<file path="config.mk">
export PLATFORM = sky130hd
export DESIGN_NAME = tx_power_ramp_sequencer
export DESIGN_NICKNAME = d
export VERILOG_FILES = /design/src/pa_ramp_pkg.sv /design/src/tx_power_ramp_sequencer.sv /design/src/step_timer.sv
export SDC_FILE = /design/constraint.sdc
export NUM_CORES = 1
export LEC_CHECK = 0
export ABC_AREA = 1
export BUFFER_PORTS_ARGS = -buffer_cell sky130_fd_sc_hd__buf_2
export CORE_ASPECT_RATIO = 1.5
export CORE_MARGIN = 10
export CORE_UTILIZATION = 55
export CTS_BUF_LIST = sky130_fd_sc_hd__clkbuf_8
export CTS_CLUSTER_SIZE = 16
export DETAILED_ROUTE_END_ITERATION = 16
export HOLD_SLACK_MARGIN = 0.05
export PLACE_DENSITY_LB_ADDON = 0.25
export SYNTH_ARGS = -nofsm -noshare
export SYNTH_HDL_FRONTEND = slang
export SYNTH_SLANG_ARGS = --single-unit
</file>
<file path="constraint.sdc">
create_clock -name clk -period 5.5 [get_ports clk]
set_clock_uncertainty 0.2 [all_clocks]
set_input_delay 0.55 -clock clk [delete_from_list [all_inputs] [get_ports clk]]
set_output_delay 0.55 -clock clk [all_outputs]
set_load 0.02 [all_outputs]
</file>
<file path="src/pa_ramp_pkg.sv">
// constants for the transmit power ramp sequencer
package pa_ramp_pkg;
  localparam int unsigned CLK_HZ = 10_000_000;
  localparam logic [7:0] TX_POWER_CONFIG_OFS = 8'h01;
  localparam logic [7:0] PA_RAMP_CONFIG_OFS = 8'h07;
  localparam logic [7:0] TX_POWER_CONFIG_RST = 8'h03;
  localparam logic [7:0] PA_RAMP_CONFIG_RST = 8'h11;
  localparam int unsigned LEVEL_LSB = 0;
  localparam int unsigned LEVEL_W = 2;
  localparam int unsigned RU_LSB = 4;
  localparam int unsigned RD_LSB = 0;
  localparam int unsigned RAMP_W = 4;
  localparam int unsigned NUM_LEVELS = 4;
  localparam int unsigned WAKE_MS = 120;
  localparam int unsigned SWITCH_US = 200;
  localparam int unsigned LOCK_US = 170;
  localparam int unsigned STEP_UP_US = 10;
  localparam int unsigned STEP_DN_US = 5;
  localparam int unsigned WAKE_CYC = WAKE_MS * (CLK_HZ / 1000);
  localparam int unsigned SWITCH_CYC = SWITCH_US * (CLK_HZ / 1_000_000);
  localparam int unsigned LOCK_CYC = LOCK_US * (CLK_HZ / 1_000_000);
  localparam int unsigned STEP_UP_CYC = STEP_UP_US * (CLK_HZ / 1_000_000);
  localparam int unsigned STEP_DN_CYC = STEP_DN_US * (CLK_HZ / 1_000_000);
  typedef enum logic [2:0] {ST_WAKE, ST_IDLE, ST_LOCK, ST_UP, ST_ON, ST_DOWN} ramp_state_t;
endpackage

</file>
<file path="src/tx_power_ramp_sequencer.sv">
// amplifier level ramp sequencer with its two configuration registers
`timescale 1ns/100ps
module tx_power_ramp_sequencer #(
  parameter int unsigned WAKE_CYCLES = pa_ramp_pkg::WAKE_CYC,
  parameter int unsigned LOCK_CYCLES = pa_ramp_pkg::LOCK_CYC
) (
  input wire logic clk,
  input wire logic rst_n,
  input wire logic cfg_wr,
  input wire logic [7:0] cfg_addr,
  input wire logic [7:0] cfg_wdata,
  output logic [7:0] cfg_rdata,
  input wire logic mode_pin,
  input wire logic power_state_select,
  input wire logic tx_done,
  output logic [pa_ramp_pkg::LEVEL_W:0] pa_stage,
  output logic pa_enable,
  output logic synth_on,
  output logic tx_active,
  output logic ready
);
  localparam int TW = 24;
  logic rst_a_ff, rst_int_n;
  always_ff @(posedge clk or negedge rst_n) begin
    if (!rst_n) begin
      rst_a_ff <= 1'b0;
      rst_int_n <= 1'b0;
    end else begin
      rst_a_ff <= 1'b1;
      rst_int_n <= rst_a_ff;
    end
  end

  // three-stage pin sampling; change seen when stages two and three agree
  logic [2:0] mode_s_ff, power_state_select_s_ff;
  logic mode_q_ff, power_state_select_q_ff;
  always_ff @(posedge clk or negedge rst_int_n) begin
    if (!rst_int_n) begin
      mode_s_ff <= 3'b000;
      power_state_select_s_ff <= 3'b000;
      mode_q_ff <= 1'b0;
      power_state_select_q_ff <= 1'b0;
    end else begin
      mode_s_ff <= {mode_s_ff[1:0], mode_pin};
      power_state_select_s_ff <= {power_state_select_s_ff[1:0], power_state_select};
      if (mode_s_ff[1] == mode_s_ff[2]) begin
        mode_q_ff <= mode_s_ff[2];
      end
      if (power_state_select_s_ff[1] == power_state_select_s_ff[2]) begin
        power_state_select_q_ff <= power_state_select_s_ff[2];
      end
    end
  end
  logic mode_d_ff;
  always_ff @(posedge clk or negedge rst_int_n) begin
    if (!rst_int_n) begin
      mode_d_ff <= 1'b0;
    end else begin
      mode_d_ff <= mode_q_ff;
    end
  end
  wire logic mode_fall = mode_d_ff && !mode_q_ff;
  // sleep is power state low with mode high; leaving it re-runs the wake wait
  wire logic in_sleep = !power_state_select_q_ff && mode_q_ff;

  logic [7:0] tx_power_config_ff, pa_ramp_config_ff;
  wire logic sel_pwr = (cfg_addr == pa_ramp_pkg::TX_POWER_CONFIG_OFS);
  wire logic sel_ramp = (cfg_addr == pa_ramp_pkg::PA_RAMP_CONFIG_OFS);
  wire logic [7:0] rd_mux = sel_pwr ? tx_power_config_ff : (sel_ramp ? pa_ramp_config_ff : 8'h00);
  always_ff @(posedge clk or negedge rst_int_n) begin
    if (!rst_int_n) begin
      tx_power_config_ff <= pa_ramp_pkg::TX_POWER_CONFIG_RST;
      pa_ramp_config_ff <= pa_ramp_pkg::PA_RAMP_CONFIG_RST;
      cfg_rdata <= 8'h00;
    end else begin
      if (cfg_wr && sel_pwr) begin
        tx_power_config_ff <= cfg_wdata;
      end
      if (cfg_wr && sel_ramp) begin
        pa_ramp_config_ff <= cfg_wdata;
      end
      cfg_rdata <= rd_mux;
    end
  end

  // target stage 1..4; stage 0 is amplifier off
  wire logic [pa_ramp_pkg::LEVEL_W-1:0] level_sel =
    tx_power_config_ff[pa_ramp_pkg::LEVEL_LSB +: pa_ramp_pkg::LEVEL_W];
  wire logic [pa_ramp_pkg::LEVEL_W:0] target_stage = {1'b0, level_sel} + 3'd1;
  wire logic [pa_ramp_pkg::RAMP_W-1:0] ramp_up_step_setting =
    pa_ramp_config_ff[pa_ramp_pkg::RU_LSB +: pa_ramp_pkg::RAMP_W];
  wire logic [pa_ramp_pkg::RAMP_W-1:0] ramp_down_step_setting =
    pa_ramp_config_ff[pa_ramp_pkg::RD_LSB +: pa_ramp_pkg::RAMP_W];
  // field value n gives (n+1) base steps so zero never stalls the ramp
  wire logic [TW-1:0] up_cyc =
    TW'((32'(ramp_up_step_setting) + 32'd1) * pa_ramp_pkg::STEP_UP_CYC);
  wire logic [TW-1:0] dn_cyc =
    TW'((32'(ramp_down_step_setting) + 32'd1) * pa_ramp_pkg::STEP_DN_CYC);

  pa_ramp_pkg::ramp_state_t state_ff, nxt_state;
  logic [pa_ramp_pkg::LEVEL_W:0] stage_ff, nxt_stage;
  logic load;
  logic [TW-1:0] load_val;
  logic tmr_done;
  // wake wait restarts on leaving sleep; timer seeded right after reset
  logic boot_ff, sleep_d_ff;
  wire logic wake_start = boot_ff || (sleep_d_ff && !in_sleep);
  // wake wait shares the step timer; no ramp load can fall in the same cycle
  wire logic tmr_load = load || wake_start;
  wire logic [TW-1:0] tmr_val = wake_start ? TW'(WAKE_CYCLES) : load_val;

  step_timer #(.W(TW)) u_timer (
    .clk(clk),
    .rst_int_n(rst_int_n),
    .load(tmr_load),
    .load_val(tmr_val),
    .done(tmr_done)
  );

  always_comb begin
    nxt_state = state_ff;
    nxt_stage = stage_ff;
    load = 1'b0;
    load_val = '0;
    case (state_ff)
      pa_ramp_pkg::ST_WAKE: begin
        if (tmr_done && !wake_start) begin
          nxt_state = pa_ramp_pkg::ST_IDLE;
        end
      end
      pa_ramp_pkg::ST_IDLE: begin
        nxt_stage = '0;
        if (mode_fall && power_state_select_q_ff) begin
          nxt_state = pa_ramp_pkg::ST_LOCK;
          load = 1'b1;
          load_val = TW'(LOCK_CYCLES);
        end
      end
      pa_ramp_pkg::ST_LOCK: begin
        if (tmr_done) begin
          nxt_state = pa_ramp_pkg::ST_UP;
          nxt_stage = 3'd1;
          load = 1'b1;
          load_val = up_cyc;
        end
      end
      pa_ramp_pkg::ST_UP: begin
        if (tmr_done) begin
          if (stage_ff >= target_stage) begin
            nxt_state = pa_ramp_pkg::ST_ON;
          end else begin
            nxt_stage = stage_ff + 3'd1;
            load = 1'b1;
            load_val = up_cyc;
          end
        end
      end
      pa_ramp_pkg::ST_ON: begin
        if (tx_done) begin
          nxt_state = pa_ramp_pkg::ST_DOWN;
          load = 1'b1;
          load_val = dn_cyc;
        end
      end
      pa_ramp_pkg::ST_DOWN: begin
        if (tmr_done) begin
          nxt_stage = stage_ff - 3'd1;
          if (stage_ff == 3'd1) begin
            nxt_state = pa_ramp_pkg::ST_IDLE;
          end else begin
            load = 1'b1;
            load_val = dn_cyc;
          end
        end
      end
      default: begin
        nxt_state = pa_ramp_pkg::ST_IDLE;
        nxt_stage = '0;
      end
    endcase
  end

  always_ff @(posedge clk or negedge rst_int_n) begin
    if (!rst_int_n) begin
      state_ff <= pa_ramp_pkg::ST_WAKE;
      stage_ff <= '0;
      boot_ff <= 1'b1;
      sleep_d_ff <= 1'b0;
      pa_stage <= '0;
      pa_enable <= 1'b0;
      synth_on <= 1'b0;
      tx_active <= 1'b0;
      ready <= 1'b0;
    end else begin
      boot_ff <= 1'b0;
      sleep_d_ff <= in_sleep;
      if (in_sleep) begin
        state_ff <= pa_ramp_pkg::ST_WAKE;
        stage_ff <= '0;
      end else begin
        state_ff <= nxt_state;
        stage_ff <= nxt_stage;
      end
      pa_stage <= in_sleep ? '0 : nxt_stage;
      pa_enable <= !in_sleep && (nxt_stage != '0);
      synth_on <= !in_sleep && (nxt_state inside {pa_ramp_pkg::ST_LOCK, pa_ramp_pkg::ST_UP,
        pa_ramp_pkg::ST_ON, pa_ramp_pkg::ST_DOWN});
      tx_active <= !in_sleep && (nxt_state == pa_ramp_pkg::ST_ON);
      ready <= !in_sleep && (nxt_state == pa_ramp_pkg::ST_IDLE);
    end
  end

endmodule // tx_power_ramp_sequencer

</file>
<file path="src/step_timer.sv">
// down counter giving one-cycle done pulse
`timescale 1ns/100ps
module step_timer #(
  parameter int W = 24
) (
  input wire logic clk,
  input wire logic rst_int_n,
  input wire logic load,
  input wire logic [W-1:0] load_val,
  output logic done
);
  logic [W-1:0] cnt_ff;
  logic run_ff;
  wire logic at_one = (cnt_ff == W'(1));
  // combinational so that a load of n spans exactly n cycles to the next action
  assign done = run_ff && at_one;
  always_ff @(posedge clk or negedge rst_int_n) begin
    if (!rst_int_n) begin
      cnt_ff <= '0;
      run_ff <= 1'b0;
    end else begin
      if (load) begin
        cnt_ff <= load_val;
        run_ff <= 1'b1;
      end else if (run_ff) begin
        cnt_ff <= cnt_ff - W'(1);
        if (at_one) begin
          run_ff <= 1'b0;
        end
      end
    end
  end
endmodule // step_timer

</file>
### After elaboration in Yosys (flattened, before gate mapping)

Index checks and enable logic that the tools add are counted.

| cells by class | value |
|---|---|
| mux-type cells | 40 |
| $add $sub $neg | 6 |
| magnitude comparators | 1 |
| reductions and logical operators | 23 |
| equal/unequal tests | 16 |
| multipliers | 2 |

Operator list:

| kind | count |
|---|---|
| $mux 24 | 3 |
| $pmux 12 s5 | 1 |
| $mux 11 | 4 |
| $mux 3 | 14 |
| $mux 12 | 3 |
| $eq 24x1->1 const B | 1 |
| $sub 24x1->24 const B | 1 |
| $mul 5x5->10 const B | 2 |
| $pmux 3 s6 | 1 |
| $mux 8 | 2 |
| $eq 3x2->1 const B | 4 |
| $eq 3x3->1 const B | 4 |
| $logic_and 1x1->1 | 12 |
| $pmux 3 s4 | 1 |
| $add 4x1->5 const B | 2 |
| $mux 1 | 10 |
| $eq 3x1->1 const B | 3 |
| $eq 8x1->1 const B | 1 |
| $eq 8x3->1 const B | 1 |
| $pmux 1 s5 | 1 |
| $logic_not 1->1 | 4 |
| $reduce_bool 4->1 | 1 |
| $add 2x1->3 const B | 1 |
| $add 3x1->3 const B | 1 |
| 8 further kinds | 10 |

| storage, ports and cells | value |
|---|---|
| bits in registers | 72 |
| bits of input ports | 22 |
| output and inout bits | 15 |
| word-level logic and storage cells | 108 |

### Depth between registers and ports, before layout

| logic depth | value |
|---|---|
| depth after elaboration | 12 |
| depth in mapped cells | 19 |
| gate-level depth less buffers | 19 |

### Hierarchy

Synthesis repeated with hierarchy kept, for this count alone.

| unflattened totals | value |
|---|---|
| cells, all modules | 631 |
| area, all modules | 4921.0 um2 |

By module, submodules not included:

| module | sequential area each (um2) | cells an instance | area an instance (um2) | times used |
|---|---|---|---|---|
| tx_power_ramp_sequencer | 1182.4 | 392 | 3155.5 | 1 |
| step_timer | 625.6 | 239 | 1765.4 | 1 |

### Worst setup path after synthesis

Ideal clock, no wire load.

| timing | value |
|---|---|
| kind | reg2reg |
| start | register pa_ramp_config_ff[4] |
| end | register u_timer.cnt_ff[11] |
| data arrival time | 3005 ps |
| period minus slack after synthesis | 3321 ps |
| buffers on the path | 1 |
| cell stages (with the launch flop) | 18 |
| path slack | 2179 ps |
| data required time | 5183 ps |
| setup time | 117 ps |
| cell sequence | dfstp_2 buf_2 nand3_1 xor2_1 inv_1 ha_1 ha_1 ha_1 ha_1 nand2_1 inv_1 nand4_1 nand3_1 or2_2 nand3_1 nand2_1 nor2_1 nor2_1 |

| between the ends | value |
|---|---|
| longest elaborated chain between the ends | 7 |
| elaborated cells between the ends (all ways) | 8 |
| those cells by class | 1 x add/sub; 1 x mul; 6 x mux |

Ends and longest elaborated chain:

| item | RTL line | source |
|---|---|---|
| from (decl) | tx_power_ramp_sequencer.sv:66 | `logic [7:0] tx_power_config_ff, pa_ramp_config_ff;` |
| from (signal assigned) | tx_power_ramp_sequencer.sv:73 | `pa_ramp_config_ff <= pa_ramp_pkg::PA_RAMP_CONFIG_RST;` |
| from (signal assigned) | tx_power_ramp_sequencer.sv:80 | `pa_ramp_config_ff <= cfg_wdata;` |
| $add 4x1->5 * | tx_power_ramp_sequencer.sv:96 | `TW'((32'(ramp_up_step_setting) + 32'd1) * pa_ramp_pkg::STEP_UP_CYC);` |
| $mul 5x5->10 * | tx_power_ramp_sequencer.sv:96 |  |
| $mux 12 | tx_power_ramp_sequencer.sv:149 | `if (stage_ff >= target_stage) begin` |
| $mux 12 | tx_power_ramp_sequencer.sv:148 | `if (tmr_done) begin` |
| $pmux 12 s5 * | tx_power_ramp_sequencer.sv:125 | `case (state_ff)` |
| $mux 24 * | tx_power_ramp_sequencer.sv:110 | `wire logic [TW-1:0] tmr_val = wake_start ? TW'(WAKE_CYCLES) : load_val;` |
| $mux 24 * | step_timer.sv:22 | `if (load) begin` |
| to (signal assigned) | step_timer.sv:23 | `cnt_ff <= load_val;` |
| to (signal assigned) | step_timer.sv:26 | `cnt_ff <= cnt_ff - W'(1);` |
| to (decl) | step_timer.sv:12 | `logic [W-1:0] cnt_ff;` |

Mark *: on every way between the ends. The rest lies on a longest branch, timed or not.
A chain may end at the register's enable or synchronous reset.

### Worst setup path after layout

Same ends and word-level chain as after synthesis.

==> summary.txt <==
fmax = 288 MHz
terminus of the critical flop-to-flop path = u_timer.cnt_ff[11]
Cells after Synth = 634
commonest cells in the netlist = nand2_1, inv_1, nor2_1
Core Area = 8460 µm²
RSZ-0062 raised after global routing = no
post-DP HPWL = 8420 µm
Worst Tran Pin Value = 0.893 ns
post-layout min period = 3.48 ns
worst hold endpoint = mode_s_ff[0]
post-route core utilization = 0.622
setup_tns = 0 ns
Power per Cell Area = 268 nW/µm²
Yosys warnings = 0
hold depth = 1
Syn Area/Cell = 7.57 µm²
GRT Util Overall = 0.179
top_reg_cell synth = dfrtp_1
R2R setup slack = 2.02 ns
startpoint types = flip-flop
top cells by area, synth = dfrtp_1, nand2_1, ha_1, inv_1, nor2_1
crit end category = flip-flop
vias in the first global route = 4,248
M1 GR Usage = 0.188
CP Data Arrival Time = 3.53 ns
CTS HTree Levels = 3
ANT nets after route = 0
via/cell ratio = 5.37
worst ir drop on vdd = 0.171 mV
min-delay src = mode_pin
row count = 41
Final setup viols = 0
critical path type = flip-flop to flip-flop
Seq cells post-synth = 72
CTS clock-pin slew for the worst setup and hold paths = 0.08 ns
Final Max Tran Viols = 0
Unique masters post-synth = 42
CTS Buffer Depth = 2
worst r2r src = pa_ramp_config_ff[4]
pre-CTS WS = 2.02 ns
register area share after synthesis = 0.377
CTS tree = built
Syn-to-layout area delta = 9.67%
share of the synthesized area in the top cell type = 0.349
first-pass GRT wire length = 18,600 µm
Root Buffer = clkbuf_8
Critical Path RT = 5.55 ns
Rel. slew slack = 0.405
Via Count = 4,210
asr flop ratio synth = 1.00
GPL Wtd Cong = 0.886
total die area = 12,900 µm²
IO Pins = 37
WL/cell = 13.8 µm
CP Max Fanout = 10
Die Y = 134 µm
pin count of the biggest net entering global routing = 71
fin crit share = 0.632
cell with the most instances after synthesis = nand2_1
nets@finish = 730
die span in x = 96.3 µm
# DRC = 0
clock sink total = 72
R2R cell count = 16
drt pass-1 iters = 5
M2 GR Usage = 0.317
Leakage = 2.87 nW
TritonCTS buffer count = 9
status = completed
Hold Crit Class = input port to flip-flop
ant diodes = 0
gr busiest metal = met2
gr ovfl total = 0
fraction of layout cells with a size suffix above 1 = 0.129
routed wire length = 10,800 µm
Max-Cap Viols = 0
Initial Util = 0.567
final worst-path setup slack = 2.02 ns
worst skew pair latency = 0.37 ns
initial antenna violation count = 0
Mapped Area = 4800 µm²
Port-buffer cells = 36
M3 GR Usage = 0.0369
EDFF count, synth = 0
Mapped Nets = 692
final count of hold timing violations = 0
area leader, netlist = dfrtp_1
1st-iter DRT viols = 174
[flip-flops by register name, indices dropped and copies added (netlist names), 3 cells and up]
register                 count
power_state_select_s_ff      3
cfg_rdata                    8
u_timer.cnt_ff              24
stage_ff                     3
mode_s_ff                    3
tx_power_config_ff           8
pa_ramp_config_ff            8
state_ff                     3
[worst max-delay path: stages, from the launching register on]
cell and delay, ns:
dfstp_2 0.64, nand3_1 0.15, xor2_1 0.25, inv_1 0.10
ha_1 0.28, ha_1 0.30, ha_1 0.30, ha_1 0.34
nand2_1 0.08, inv_1 0.05, nand4_1 0.08, nand3_1 0.09
or2_2 0.28, nand3_1 0.07, nand2_1 0.05, nor2_1 0.08
nor2_1 0.04
[kinds of logic after synthesis]
group           share of synthesized area
simple gates                        0.313
xor+xnor                           0.0474
other cells                       0.00156
compound gates                     0.0779
fa+ha+maj                          0.0980
buf+inv                            0.0855
flops                               0.377
[routing by layer]
metal	routed length [µm]	vias to the layer above
met2	5720	97
met1	4380	1966
li1	-	2111
met3	307	36
met5	0	-
met4	408	0
[cells in the final DEF (no fill, tap or decap), types with 16 or more instances in the layout]
master / n
xor2_1: 20
inv_1: 87
dfrtp_1: 66
a21oi_1: 16
buf_2: 36
nor2_1: 81
nand3_1: 55
o21ai_0: 35
ha_1: 36
nand2_1: 137
[layout make-up]
class | instances | area, µm²
clock inverters | 7 | 80.1
inverters | 90 | 338
clock buffers | 9 | 124
multi-input cells | 461 | 2580
flip-flops and latches | 72 | 1810
repair buffers | 38 | 198
fillers | 793 | 3200
well taps | 107 | 134
[worst max-delay path by stage]
| stage | slack, ns | start | end |
|---|---|---|---|
| 2_1_floorplan | 2.18 | pa_ramp_config_ff[4] | u_timer.cnt_ff[11] |
| 3_3_place_gp | 2.14 | pa_ramp_config_ff[4] | u_timer.cnt_ff[11] |
| 3_5_place_dp | 2.02 | pa_ramp_config_ff[4] | u_timer.cnt_ff[11] |
| 4_1_cts | 2.01 | pa_ramp_config_ff[4] | u_timer.cnt_ff[11] |
| 5_1_grt | 1.79 | pa_ramp_config_ff[4] | u_timer.cnt_ff[11] |
| 6_report | 2.02 | pa_ramp_config_ff[4] | u_timer.cnt_ff[11] |
[where the power goes]
group          internal [mW]  switching [mW]  total (mW)
clock network          0.214           0.224       0.437
logic                  0.119           0.228       0.347
registers              0.578          0.0461       0.624
[metrics by stage]
step	cell area (µm²)	hold WS, ns	std cells	power (mW)
after floorplan	4800	0.0544	634	0.888
after global placement	5050	0.134	767	0.963
after detailed placement	5050	0.139	767	0.977
after CTS	5270	0.0774	784	1.41
after global routing	5270	0.0746	784	1.49
final	5270	0.0869	784	1.41
[timing repair]
item	in CTS	in global routing
gates resized for setup	0	0
hold buffers	1	0
endpoints found under the hold margin	2	0
buffers inserted	0	0
Note: power is estimated with default switching activity, not from simulation.
